<file path="config.mk">
export PLATFORM = sky130hd
export DESIGN_NAME = raserr_top
export DESIGN_NICKNAME = d
export VERILOG_FILES = /design/src/design/raserr_pkg.sv /design/src/design/raserr_top.sv
export SDC_FILE = /design/constraint.sdc
export NUM_CORES = 1
export LEC_CHECK = 0
export BUFFER_PORTS_ARGS = -buffer_cell sky130_fd_sc_hd__buf_2
export CAP_MARGIN = 20
export CORE_UTILIZATION = 30
export DETAILED_ROUTE_END_ITERATION = 6
export PLACE_DENSITY = 0.64
export SLEW_MARGIN = 40
export SYNTH_ARGS = -nofsm -noshare
export SYNTH_HDL_FRONTEND = slang
export SYNTH_SLANG_ARGS = --single-unit
</file>
<file path="constraint.sdc">
create_clock -name core_clk -period 7.1 [get_ports core_clk]
set_clock_uncertainty 0.2 [all_clocks]
set_input_delay 1.775 -clock core_clk [delete_from_list [all_inputs] [get_ports core_clk]]
set_output_delay 1.775 -clock core_clk [all_outputs]
set_load 0.03 [all_outputs]
</file>
<file path="src/design/raserr_pkg.sv">
// Constants and types for the reliability error handling block
// What this block does
// - Double-bit ECC error is never corrected
// - Data RAM uncorrectable error poisons travelling chunk
// - Poison per 64 bits, L1D per 32
// - Double-bit tag RAM error invalidates line, raises interrupt
// - Single-bit ECC error reports corrected error
// - Double-bit data RAM error reports deferred
// - Double-bit tag RAM error reports uncorrected
// - External abort on listed operations reports uncorrected
// - Barrier ignores accesses unable to abort
// - Barrier neither orders nor flushes
// - Earlier system errors pended by barrier end
// - Unmasked pending error taken before barrier ends
// - Masked physical error deferred with flag set
// - Masked virtual error deferred with software syndrome
// - Deferred status EL1 up, routed when bit set
// - Recording only with protection; record every error
// - Record 0 private, core RAM errors
// - Record 1 shared, L3 and snoop filter
// - Fault irq index 0 cluster, n+1 core
// - Injection mimics real error of chosen type
// - Injection leaves RAM; real error still handled
package raserr_pkg;
    localparam int RASERR_SYN_W = 25;
    localparam int RASERR_NCORE = 4;
    localparam int RASERR_ADDR_W = 40;
    localparam int RASERR_L1D_POISON_W = 2;
    localparam int RASERR_OTH_POISON_W = 1;
    localparam int RASERR_CNT_W = 32;
    localparam logic [1:0] RASERR_SRC_L1D = 2'h0;
    localparam logic [1:0] RASERR_SRC_L2 = 2'h1;
    localparam logic [1:0] RASERR_SRC_L3 = 2'h2;
    localparam logic [1:0] RASERR_SRC_OTH = 2'h3;
    localparam logic [1:0] RASERR_SEV_NONE = 2'h0;
    localparam logic [1:0] RASERR_SEV_CE = 2'h1;
    localparam logic [1:0] RASERR_SEV_DE = 2'h2;
    localparam logic [1:0] RASERR_SEV_UE = 2'h3;
    localparam logic [1:0] RASERR_INJ_CE = 2'h0;
    localparam logic [1:0] RASERR_INJ_DE = 2'h1;
    localparam logic [1:0] RASERR_INJ_UC = 2'h2;
    localparam logic [1:0] RASERR_INJ_UR = 2'h3;
    localparam logic [1:0] RASERR_EL1 = 2'h1;
    typedef enum logic [1:0] {RASERR_BAR_IDLE, RASERR_BAR_WAIT} raserr_bar_t;
endpackage

</file>
<file path="src/design/raserr_top.sv">
// Error classification, poisoning, recording, injection and barrier logic
module raserr_top
    import raserr_pkg::*;
#(
    parameter int CORE_ID = 0
) (
    input wire logic core_clk,
    input wire logic rst,
    input wire logic protect_impl,
    input wire logic chk_valid,
    input wire logic [1:0] chk_src,
    input wire logic chk_is_tag,
    input wire logic chk_single,
    input wire logic chk_double,
    input wire logic chk_chunk_hi,
    input wire logic [RASERR_ADDR_W-1:0] chk_addr,
    input wire logic ext_abort,
    input wire logic ext_abort_kind_ok,
    input wire logic [RASERR_ADDR_W-1:0] ext_abort_addr,
    input wire logic cluster_err,
    input wire logic [1:0] cluster_sev,
    input wire logic inj_access,
    input wire logic record_select,
    input wire logic record_control_en,
    input wire logic pseudo_fault_control_en,
    input wire logic [1:0] pseudo_fault_type,
    input wire logic [RASERR_CNT_W-1:0] countdown_load,
    input wire logic countdown_load_we,
    input wire logic barrier_req,
    input wire logic async_abort_outstanding,
    input wire logic [1:0] cur_el,
    input wire logic nonsecure,
    input wire logic hyp_abort_route_bit,
    input wire logic phys_masked,
    input wire logic virt_masked,
    input wire logic virt_pend_set,
    input wire logic [RASERR_SYN_W-1:0] virt_err_syndrome,
    input wire logic [RASERR_SYN_W-1:0] phys_syndrome,
    input wire logic disr_rd,
    output logic [RASERR_L1D_POISON_W-1:0] poison_l1d,
    output logic [RASERR_OTH_POISON_W-1:0] poison_oth,
    output logic line_invalidate,
    output logic [1:0] sev_out,
    output logic recovery_irq,
    output logic [RASERR_NCORE:0] fault_irq_n,
    output logic phys_pending,
    output logic virt_pending,
    output logic take_phys,
    output logic take_virt,
    output logic barrier_done,
    output logic [RASERR_SYN_W:0] deferred_err_status,
    output logic [RASERR_SYN_W:0] virt_deferred_err_status,
    output logic [RASERR_SYN_W:0] disr_rdata,
    output logic disr_undef,
    output logic [1:0] selected_record_status,
    output logic [RASERR_ADDR_W-1:0] selected_record_addr,
    output logic [RASERR_CNT_W-1:0] selected_inject_countdown
);
    function automatic logic [1:0] raserr_classify(input logic single, input logic dbl,
                                                    input logic is_tag, input logic [1:0] src);
        logic [1:0] s;
        s = RASERR_SEV_NONE;
        if (dbl && (src == RASERR_SRC_L1D || src == RASERR_SRC_L2 || src == RASERR_SRC_L3)) begin
            s = is_tag ? RASERR_SEV_UE : RASERR_SEV_DE;
        end else if (single) begin
            s = RASERR_SEV_CE;
        end
        return s;
    endfunction

    function automatic logic [1:0] raserr_inj_sev(input logic [1:0] t);
        logic [1:0] s;
        s = RASERR_SEV_CE;
        case (t)
            RASERR_INJ_CE: s = RASERR_SEV_CE;
            RASERR_INJ_DE: s = RASERR_SEV_DE;
            default: s = RASERR_SEV_UE;
        endcase
        return s;
    endfunction

    logic [RASERR_CNT_W-1:0] cdn_r;
    logic inj_armed_r;
    logic inj_fire;
    logic [1:0] real_sev;
    logic [1:0] eff_sev;
    logic core_evt;
    logic [1:0] rec_sev_r [2];
    logic [RASERR_ADDR_W-1:0] rec_addr_r [2];
    logic core_irq_r;
    logic cl_irq_r;
    logic phys_pend_r;
    logic virt_pend_r;
    logic [RASERR_SYN_W:0] disr_r;
    logic [RASERR_SYN_W:0] vdisr_r;
    raserr_bar_t bar_r;
    logic [1:0] sev_r;
    logic inval_r;
    logic [RASERR_L1D_POISON_W-1:0] pl1d_r;
    logic [RASERR_OTH_POISON_W-1:0] poth_r;
    logic route_virt;
    logic phys_new;

    // Injection fires only once armed by a countdown load made with record 0 selected and both enables set
    assign inj_fire = inj_armed_r && inj_access && (cdn_r == '0) && protect_impl;
    assign real_sev = chk_valid ? raserr_classify(chk_single, chk_double, chk_is_tag, chk_src)
                                : RASERR_SEV_NONE;
    // A real error outranks the injected one so it is never masked
    assign eff_sev = (real_sev != RASERR_SEV_NONE) ? real_sev :
                     (ext_abort && ext_abort_kind_ok) ? RASERR_SEV_UE :
                     inj_fire ? raserr_inj_sev(pseudo_fault_type) : RASERR_SEV_NONE;
    assign core_evt = protect_impl && (eff_sev != RASERR_SEV_NONE) &&
                      !(chk_valid && real_sev != RASERR_SEV_NONE && chk_src == RASERR_SRC_L3);

    always_ff @(posedge core_clk or posedge rst) begin
        if (rst) begin
            cdn_r <= '0;
            inj_armed_r <= 1'b0;
        end else if (countdown_load_we && record_select == 1'b0) begin
            cdn_r <= countdown_load;
            inj_armed_r <= record_control_en && pseudo_fault_control_en;
        end else if (inj_armed_r && inj_access) begin
            if (cdn_r != '0) begin
                cdn_r <= cdn_r - 1'b1;
            end else begin
                inj_armed_r <= 1'b0;
            end
        end
    end

    // Poison and invalidate act on real errors only; injection leaves data alone
    always_ff @(posedge core_clk or posedge rst) begin
        if (rst) begin
            pl1d_r <= '0;
            poth_r <= '0;
            inval_r <= 1'b0;
            sev_r <= RASERR_SEV_NONE;
        end else begin
            pl1d_r <= '0;
            poth_r <= '0;
            inval_r <= 1'b0;
            sev_r <= protect_impl ? eff_sev : RASERR_SEV_NONE;
            if (real_sev == RASERR_SEV_DE) begin
                if (chk_src == RASERR_SRC_L1D) begin
                    pl1d_r[chk_chunk_hi] <= 1'b1;
                end else begin
                    poth_r[0] <= 1'b1;
                end
            end
            if (real_sev == RASERR_SEV_UE) begin
                inval_r <= 1'b1;
            end
        end
    end

    always_ff @(posedge core_clk or posedge rst) begin
        if (rst) begin
            rec_sev_r[0] <= RASERR_SEV_NONE;
            rec_sev_r[1] <= RASERR_SEV_NONE;
            rec_addr_r[0] <= '0;
            rec_addr_r[1] <= '0;
        end else if (protect_impl) begin
            if (core_evt) begin
                rec_sev_r[0] <= eff_sev;
                rec_addr_r[0] <= (real_sev != RASERR_SEV_NONE) ? chk_addr : ext_abort_addr;
            end
            if (cluster_err) begin
                rec_sev_r[1] <= cluster_sev;
            end else if (chk_valid && chk_src == RASERR_SRC_L3 && real_sev != RASERR_SEV_NONE) begin
                rec_sev_r[1] <= real_sev;
                rec_addr_r[1] <= chk_addr;
            end
        end
    end

    // Interrupts are level flags cleared only by reset in this block
    always_ff @(posedge core_clk or posedge rst) begin
        if (rst) begin
            core_irq_r <= 1'b0;
            cl_irq_r <= 1'b0;
        end else begin
            if (core_evt && eff_sev != RASERR_SEV_CE) begin
                core_irq_r <= 1'b1;
            end
            // Checker-seen L3 errors follow the core rule: corrected ones stay quiet
            if (protect_impl && (cluster_err || (chk_valid && chk_src == RASERR_SRC_L3 &&
                (real_sev == RASERR_SEV_DE || real_sev == RASERR_SEV_UE)))) begin
                cl_irq_r <= 1'b1;
            end
        end
    end

    generate
        for (genvar i = 0; i < RASERR_NCORE; i++) begin : g_fault
            assign fault_irq_n[i+1] = !(core_irq_r && (i == CORE_ID));
        end
    endgenerate
    assign fault_irq_n[0] = !cl_irq_r;

    // Barrier: waits only on aborts that can still arrive, never on plain accesses
    always_ff @(posedge core_clk or posedge rst) begin
        if (rst) begin
            bar_r <= RASERR_BAR_IDLE;
        end else begin
            case (bar_r)
                RASERR_BAR_IDLE: begin
                    if (barrier_req && async_abort_outstanding) begin
                        bar_r <= RASERR_BAR_WAIT;
                    end
                end
                RASERR_BAR_WAIT: begin
                    if (!async_abort_outstanding) begin
                        bar_r <= RASERR_BAR_IDLE;
                    end
                end
                default: bar_r <= RASERR_BAR_IDLE;
            endcase
        end
    end
    logic bar_resolve;
    // No flush or ordering output exists; the barrier only completes and takes or defers pending errors
    assign bar_resolve = ((bar_r == RASERR_BAR_IDLE && barrier_req) ||
                          bar_r == RASERR_BAR_WAIT) && !async_abort_outstanding;
    // Only uncorrected core errors pend; a corrected error at the barrier is no system error
    assign phys_new = core_evt && (eff_sev == RASERR_SEV_UE);

    always_ff @(posedge core_clk or posedge rst) begin
        if (rst) begin
            phys_pend_r <= 1'b0;
            disr_r <= '0;
        end else if (bar_resolve && (phys_pend_r || phys_new) && phys_masked) begin
            phys_pend_r <= 1'b0;
            disr_r <= {1'b1, phys_syndrome};
        end else if (bar_resolve && take_phys) begin
            phys_pend_r <= 1'b0;
        end else if (phys_new) begin
            phys_pend_r <= 1'b1;
        end
    end

    always_ff @(posedge core_clk or posedge rst) begin
        if (rst) begin
            virt_pend_r <= 1'b0;
            vdisr_r <= '0;
        end else if (bar_resolve && (virt_pend_r || virt_pend_set) && virt_masked) begin
            virt_pend_r <= 1'b0;
            vdisr_r <= {1'b1, virt_err_syndrome};
        end else if (bar_resolve && take_virt) begin
            virt_pend_r <= 1'b0;
        end else if (virt_pend_set) begin
            virt_pend_r <= 1'b1;
        end
    end

    assign take_phys = bar_resolve && (phys_pend_r || phys_new) && !phys_masked;
    assign take_virt = bar_resolve && (virt_pend_r || virt_pend_set) && !virt_masked;
    assign barrier_done = bar_resolve;

    assign route_virt = hyp_abort_route_bit && nonsecure && (cur_el == RASERR_EL1);
    assign disr_undef = disr_rd && (cur_el < RASERR_EL1);
    assign disr_rdata = (disr_undef || !disr_rd) ? '0 : (route_virt ? vdisr_r : disr_r);

    assign poison_l1d = pl1d_r;
    assign poison_oth = poth_r;
    assign line_invalidate = inval_r;
    assign sev_out = sev_r;
    assign recovery_irq = core_irq_r;
    assign phys_pending = phys_pend_r;
    assign virt_pending = virt_pend_r;
    assign deferred_err_status = disr_r;
    assign virt_deferred_err_status = vdisr_r;
    assign selected_record_status = rec_sev_r[record_select];
    assign selected_record_addr = rec_addr_r[record_select];
    assign selected_inject_countdown = cdn_r;

    uncorr_class_a: assert property (@(posedge core_clk) disable iff (rst)
        chk_valid && protect_impl && chk_double && chk_is_tag && chk_src == RASERR_SRC_L1D
        |=> sev_r == RASERR_SEV_UE && inval_r) else $error("tag double error not UE");
    deferred_class_a: assert property (@(posedge core_clk) disable iff (rst)
        chk_valid && protect_impl && chk_double && !chk_is_tag && chk_src == RASERR_SRC_L2
        |=> sev_r == RASERR_SEV_DE && poth_r == 1'b1) else $error("data double not DE");
    corr_class_a: assert property (@(posedge core_clk) disable iff (rst)
        chk_valid && protect_impl && chk_single && !chk_double
        |=> sev_r == RASERR_SEV_CE) else $error("single error not CE");
    l1d_poison_a: assert property (@(posedge core_clk) disable iff (rst)
        chk_valid && chk_double && !chk_is_tag && chk_src == RASERR_SRC_L1D
        |=> pl1d_r[$past(chk_chunk_hi)]) else $error("L1D chunk not poisoned");
    phys_defer_a: assert property (@(posedge core_clk) disable iff (rst)
        bar_resolve && phys_pend_r && phys_masked
        |=> !phys_pend_r && disr_r[RASERR_SYN_W]) else $error("masked error not deferred");
    virt_defer_a: assert property (@(posedge core_clk) disable iff (rst)
        bar_resolve && virt_pend_r && virt_masked
        |=> vdisr_r[RASERR_SYN_W-1:0] == $past(virt_err_syndrome)) else $error("vsyn lost");
    barrier_nowait_a: assert property (@(posedge core_clk) disable iff (rst)
        bar_r == RASERR_BAR_IDLE && barrier_req && !async_abort_outstanding
        |-> barrier_done) else $error("barrier stalled");
    disr_route_a: assert property (@(posedge core_clk) disable iff (rst)
        disr_rd && route_virt |-> disr_rdata == vdisr_r) else $error("no routing");
    ext_abort_a: assert property (@(posedge core_clk) disable iff (rst)
        protect_impl && ext_abort && ext_abort_kind_ok && !chk_valid
        |=> sev_r == RASERR_SEV_UE ##1 !fault_irq_n[CORE_ID+1]) else $error("abort not UE");
    cl_irq_a: assert property (@(posedge core_clk) disable iff (rst)
        protect_impl && cluster_err |=> !fault_irq_n[0]) else $error("cluster irq idx");

    inj_c: cover property (@(posedge core_clk) disable iff (rst) inj_fire && !chk_valid);
    defer_c: cover property (@(posedge core_clk) disable iff (rst) bar_resolve && phys_pend_r);
    wait_c: cover property (@(posedge core_clk) disable iff (rst) bar_r == RASERR_BAR_WAIT);
    take_c: cover property (@(posedge core_clk) disable iff (rst) take_virt);
endmodule

</file>
==> impl_metrics.csv <==
group,metric,value,unit
worst_hold_path,min-delay-start,"cl_irq_r",
synth,synth.top_cell.area_share,50.3,%
synth,yosys-top-cells-count,"mux2_2, dfrtp_1, nand2_1, a21oi_1",
placed_design,gp_congestion,0.858,
worst_hold_path,hp-class,"reg2reg",
timing,setup_viol,0,
synth,synth.most_common_cell,"mux2_2",
synth,synth_top_area_cell,"dfrtp_1",
clock_tree,worstSkewPairLatency,430,ps
pwr,p_total,3.53,mW
drt,vias,7198,
synth,synth_edf_count,0,
finish,stdcell_count,1515,
synth,synth_area_leaders,"dfrtp_1, mux2_2, nand2_1",
run,drv_cap,0,
timing,finalHoldViolations,0,
finish,nets,1312,
setup_path,arrival,3790,ps
placed_design,portBuffers,360,
clock_tree,clockBufferDepth,2,
finish,drive_above_1_share,54.8,%
setup_path,cp-start-kind,"input pin",
pwr,ir_worst_vdd,0.143,mV
synth,synthArstFlopShare,100,%
worst_hold_path,whs_endpoint,"cl_irq_r",
setup_path,rr_worst_depth,7,
drt,wl_met2,12800,um
drt,dr.pass1.iters,4,
synth,syn_area_per_cell,11.7,um2
drt,highest_layer,"met4",
setup_path,endpoint_kind,"primary output",
clock_tree,path_clk_slew,60,ps
global_routing,antenna_found_initial,3,
clock_tree,cts-root-buf,"clkbuf_16",
timing,max_freq,174,MHz
floorplanning,die_y,175,um
synth,ys_ff_latch,180,
synth,synth_warnings,0,
timing,fin_crit,5760,ps
global_routing,grt_pass1_wl,41200,um
clock_tree,cts_resized,0,
drt,wl,26400,um
setup_path,timing.rr.start,"selected_inject_countdown[21]",
synth,synthDistinctLibCells,51,
floorplanning,rows,62,
timing,fin_tns_setup,0,ps
worst_hold_path,hold_depth,2,
global_routing,grt_pass1_vias,7419,
clock_tree,cts_tree,"yes",
setup_path,r2r-end,"deferred_err_status[19]",
finish,fin_util,40.7,%
global_routing,grt_max_degree,120,
floorplanning,die_w,175,um
pwr,power.density,298,nW/um2
synth,synth_area,8960,um2
clock_tree,postCtsSetupBuffers,0,
floorplanning,initial_core_util,30.9,%
finish,area_delta_synth_final,32.0,%
pwr,p_leak,5.63,nW
global_routing,globalRouteOverflowTotal,0,
setup_path,r2r_slack,3730,ps
clock_tree,cts_buffers,17,
clock_tree,hold_buffers,0,
global_routing,grt_usage,17.4,%
drt,wl_per_cell,17.4,um
floorplanning,core_area,29000,um2
drt,drc_errors,0,
drt,ant_nets,0,
drt,drt_iter0_drc,318,
status,status,"finished clean",
drt,via_per_inst,4.75,
synth,synth_ff_type,"dfrtp_1",
drt,wl_met3,1880,um
clock_tree,clock_sinks,180,
placed_design,place_inst,1481,
drt,met1Wirelength,11400,um
clock_tree,htree_levels,4,
setup_path,crit_required,5120,ps
setup_path,critPathMaxFanout,11,
synth,ys_seq_area_share,50.3,%
timing,fin_hold_ws,256,ps
placed_design,hpwl,19400,um
floorplanning,dieArea,30500,um2
timing,period_share,81.1,%
timing,tightest_slew,781,ps
floorplanning,num_io_pins,364,
timing,rsz0062_at_grt,"no",
synth,syn_inst,767,
setup_path,path_class,"in2out",
timing,slew_headroom,47.9,%
timing,slew_viol_final,0,
-- flip-flops by register name (all words and copies together), names as in the netlist --
| register | flops |
|---|---|
| selected_inject_countdown | 32 |
| bar_r | 1 |
| phys_pending | 1 |
| sev_out | 2 |
| deferred_err_status | 26 |
| rec_sev_r | 4 |
| virt_deferred_err_status | 26 |
| poison_oth | 1 |
| rec_addr_r | 80 |
| recovery_irq | 1 |
| virt_pending | 1 |
| poison_l1d | 2 |
| cl_irq_r | 1 |
| line_invalidate | 1 |
| inj_armed_r | 1 |
-- worst max-delay path by stage --
stage | depth (start not counted) | end | from | slack [ps]
after floorplan | 1 | bar_r[0] | rst | 240
after global placement | 8 | take_phys | inj_access | 1330
after detailed placement | 8 | take_phys | inj_access | 1300
after CTS | 8 | take_phys | inj_access | 1310
after global routing | 8 | take_phys | inj_access | 1190
final | 8 | take_phys | inj_access | 1340
-- worst max-delay path, cell delays in order --
cell      delay [ps]
buf_2             90
and2_1           320
and3_1           290
o2111a_1         230
a211oi_1         120
or3_1            460
nor3_1           240
buf_2            250
-- power by group --
group          switching (mW)  total [mW]  internal, mW  leakage [nW]
clock network           0.425       0.973         0.549         0.294
registers               0.167        1.42          1.25          2.19
logic                   0.690        1.14         0.446          3.15
-- final cells by class --
cell class              instances  area, um2
diodes                          2       5.00
fillers                      2896      17200
repair buffers                370       1910
well taps                     384        480
flip-flops and latches        180       4500
inverters                      10       50.0
clock buffers                  21        470
multi-input cells             537       4280
clock inverters                11        123
-- metal layers --
layer  vias to the layer above  track usage (%)
met5                         -                0
met3                        19             5.35
met2                       260             28.9
li1                       3406                -
met1                      3513             21.4
met4                         0             5.62
-- stage by stage --
stage	setup WS, ps	instance area, um2
floorplan	238	8960
global placement	1330	11200
detailed placement	1300	11200
CTS	1310	11800
global route	1190	11800
finish	1340	11800
-- placed cells by master (no fill, tap or decap), types with 3 or more instances in the layout --
master and count:
mux2_2 192, or3_1 5, a21oi_1 32, nor2_1 23, xnor2_1 22, inv_1 9, mux2_1 9, clkinv_2 4
a211oi_1 4, conb_1 3, nand4_1 4, buf_2 360, mux2_4 10, o21ai_0 32, clkbuf_8 3, dfrtp_1 180
and2_1 5, buf_4 7, clkbuf_16 17, nand2b_1 5, nor3_1 11, nor4_1 10, or2_2 3, a21o_1 3
xor2_1 9, nand3_1 5, or4_1 3, nand2_1 108
-- cells by family after synthesis --
kind of cell,after synthesis,share of synthesized area [%]
adder cells (fa/ha/maj),2,0.279
buffers and inverters,52,2.47
XOR/XNOR,31,3.03
AND/OR/NAND/NOR,201,11.1
other,1,0.0419
AO/OA/AOI/OAI,87,5.59
multiplexers,213,27.2
flip-flops,180,50.3
No activity file was read; power rests on OpenSTA's default activity.
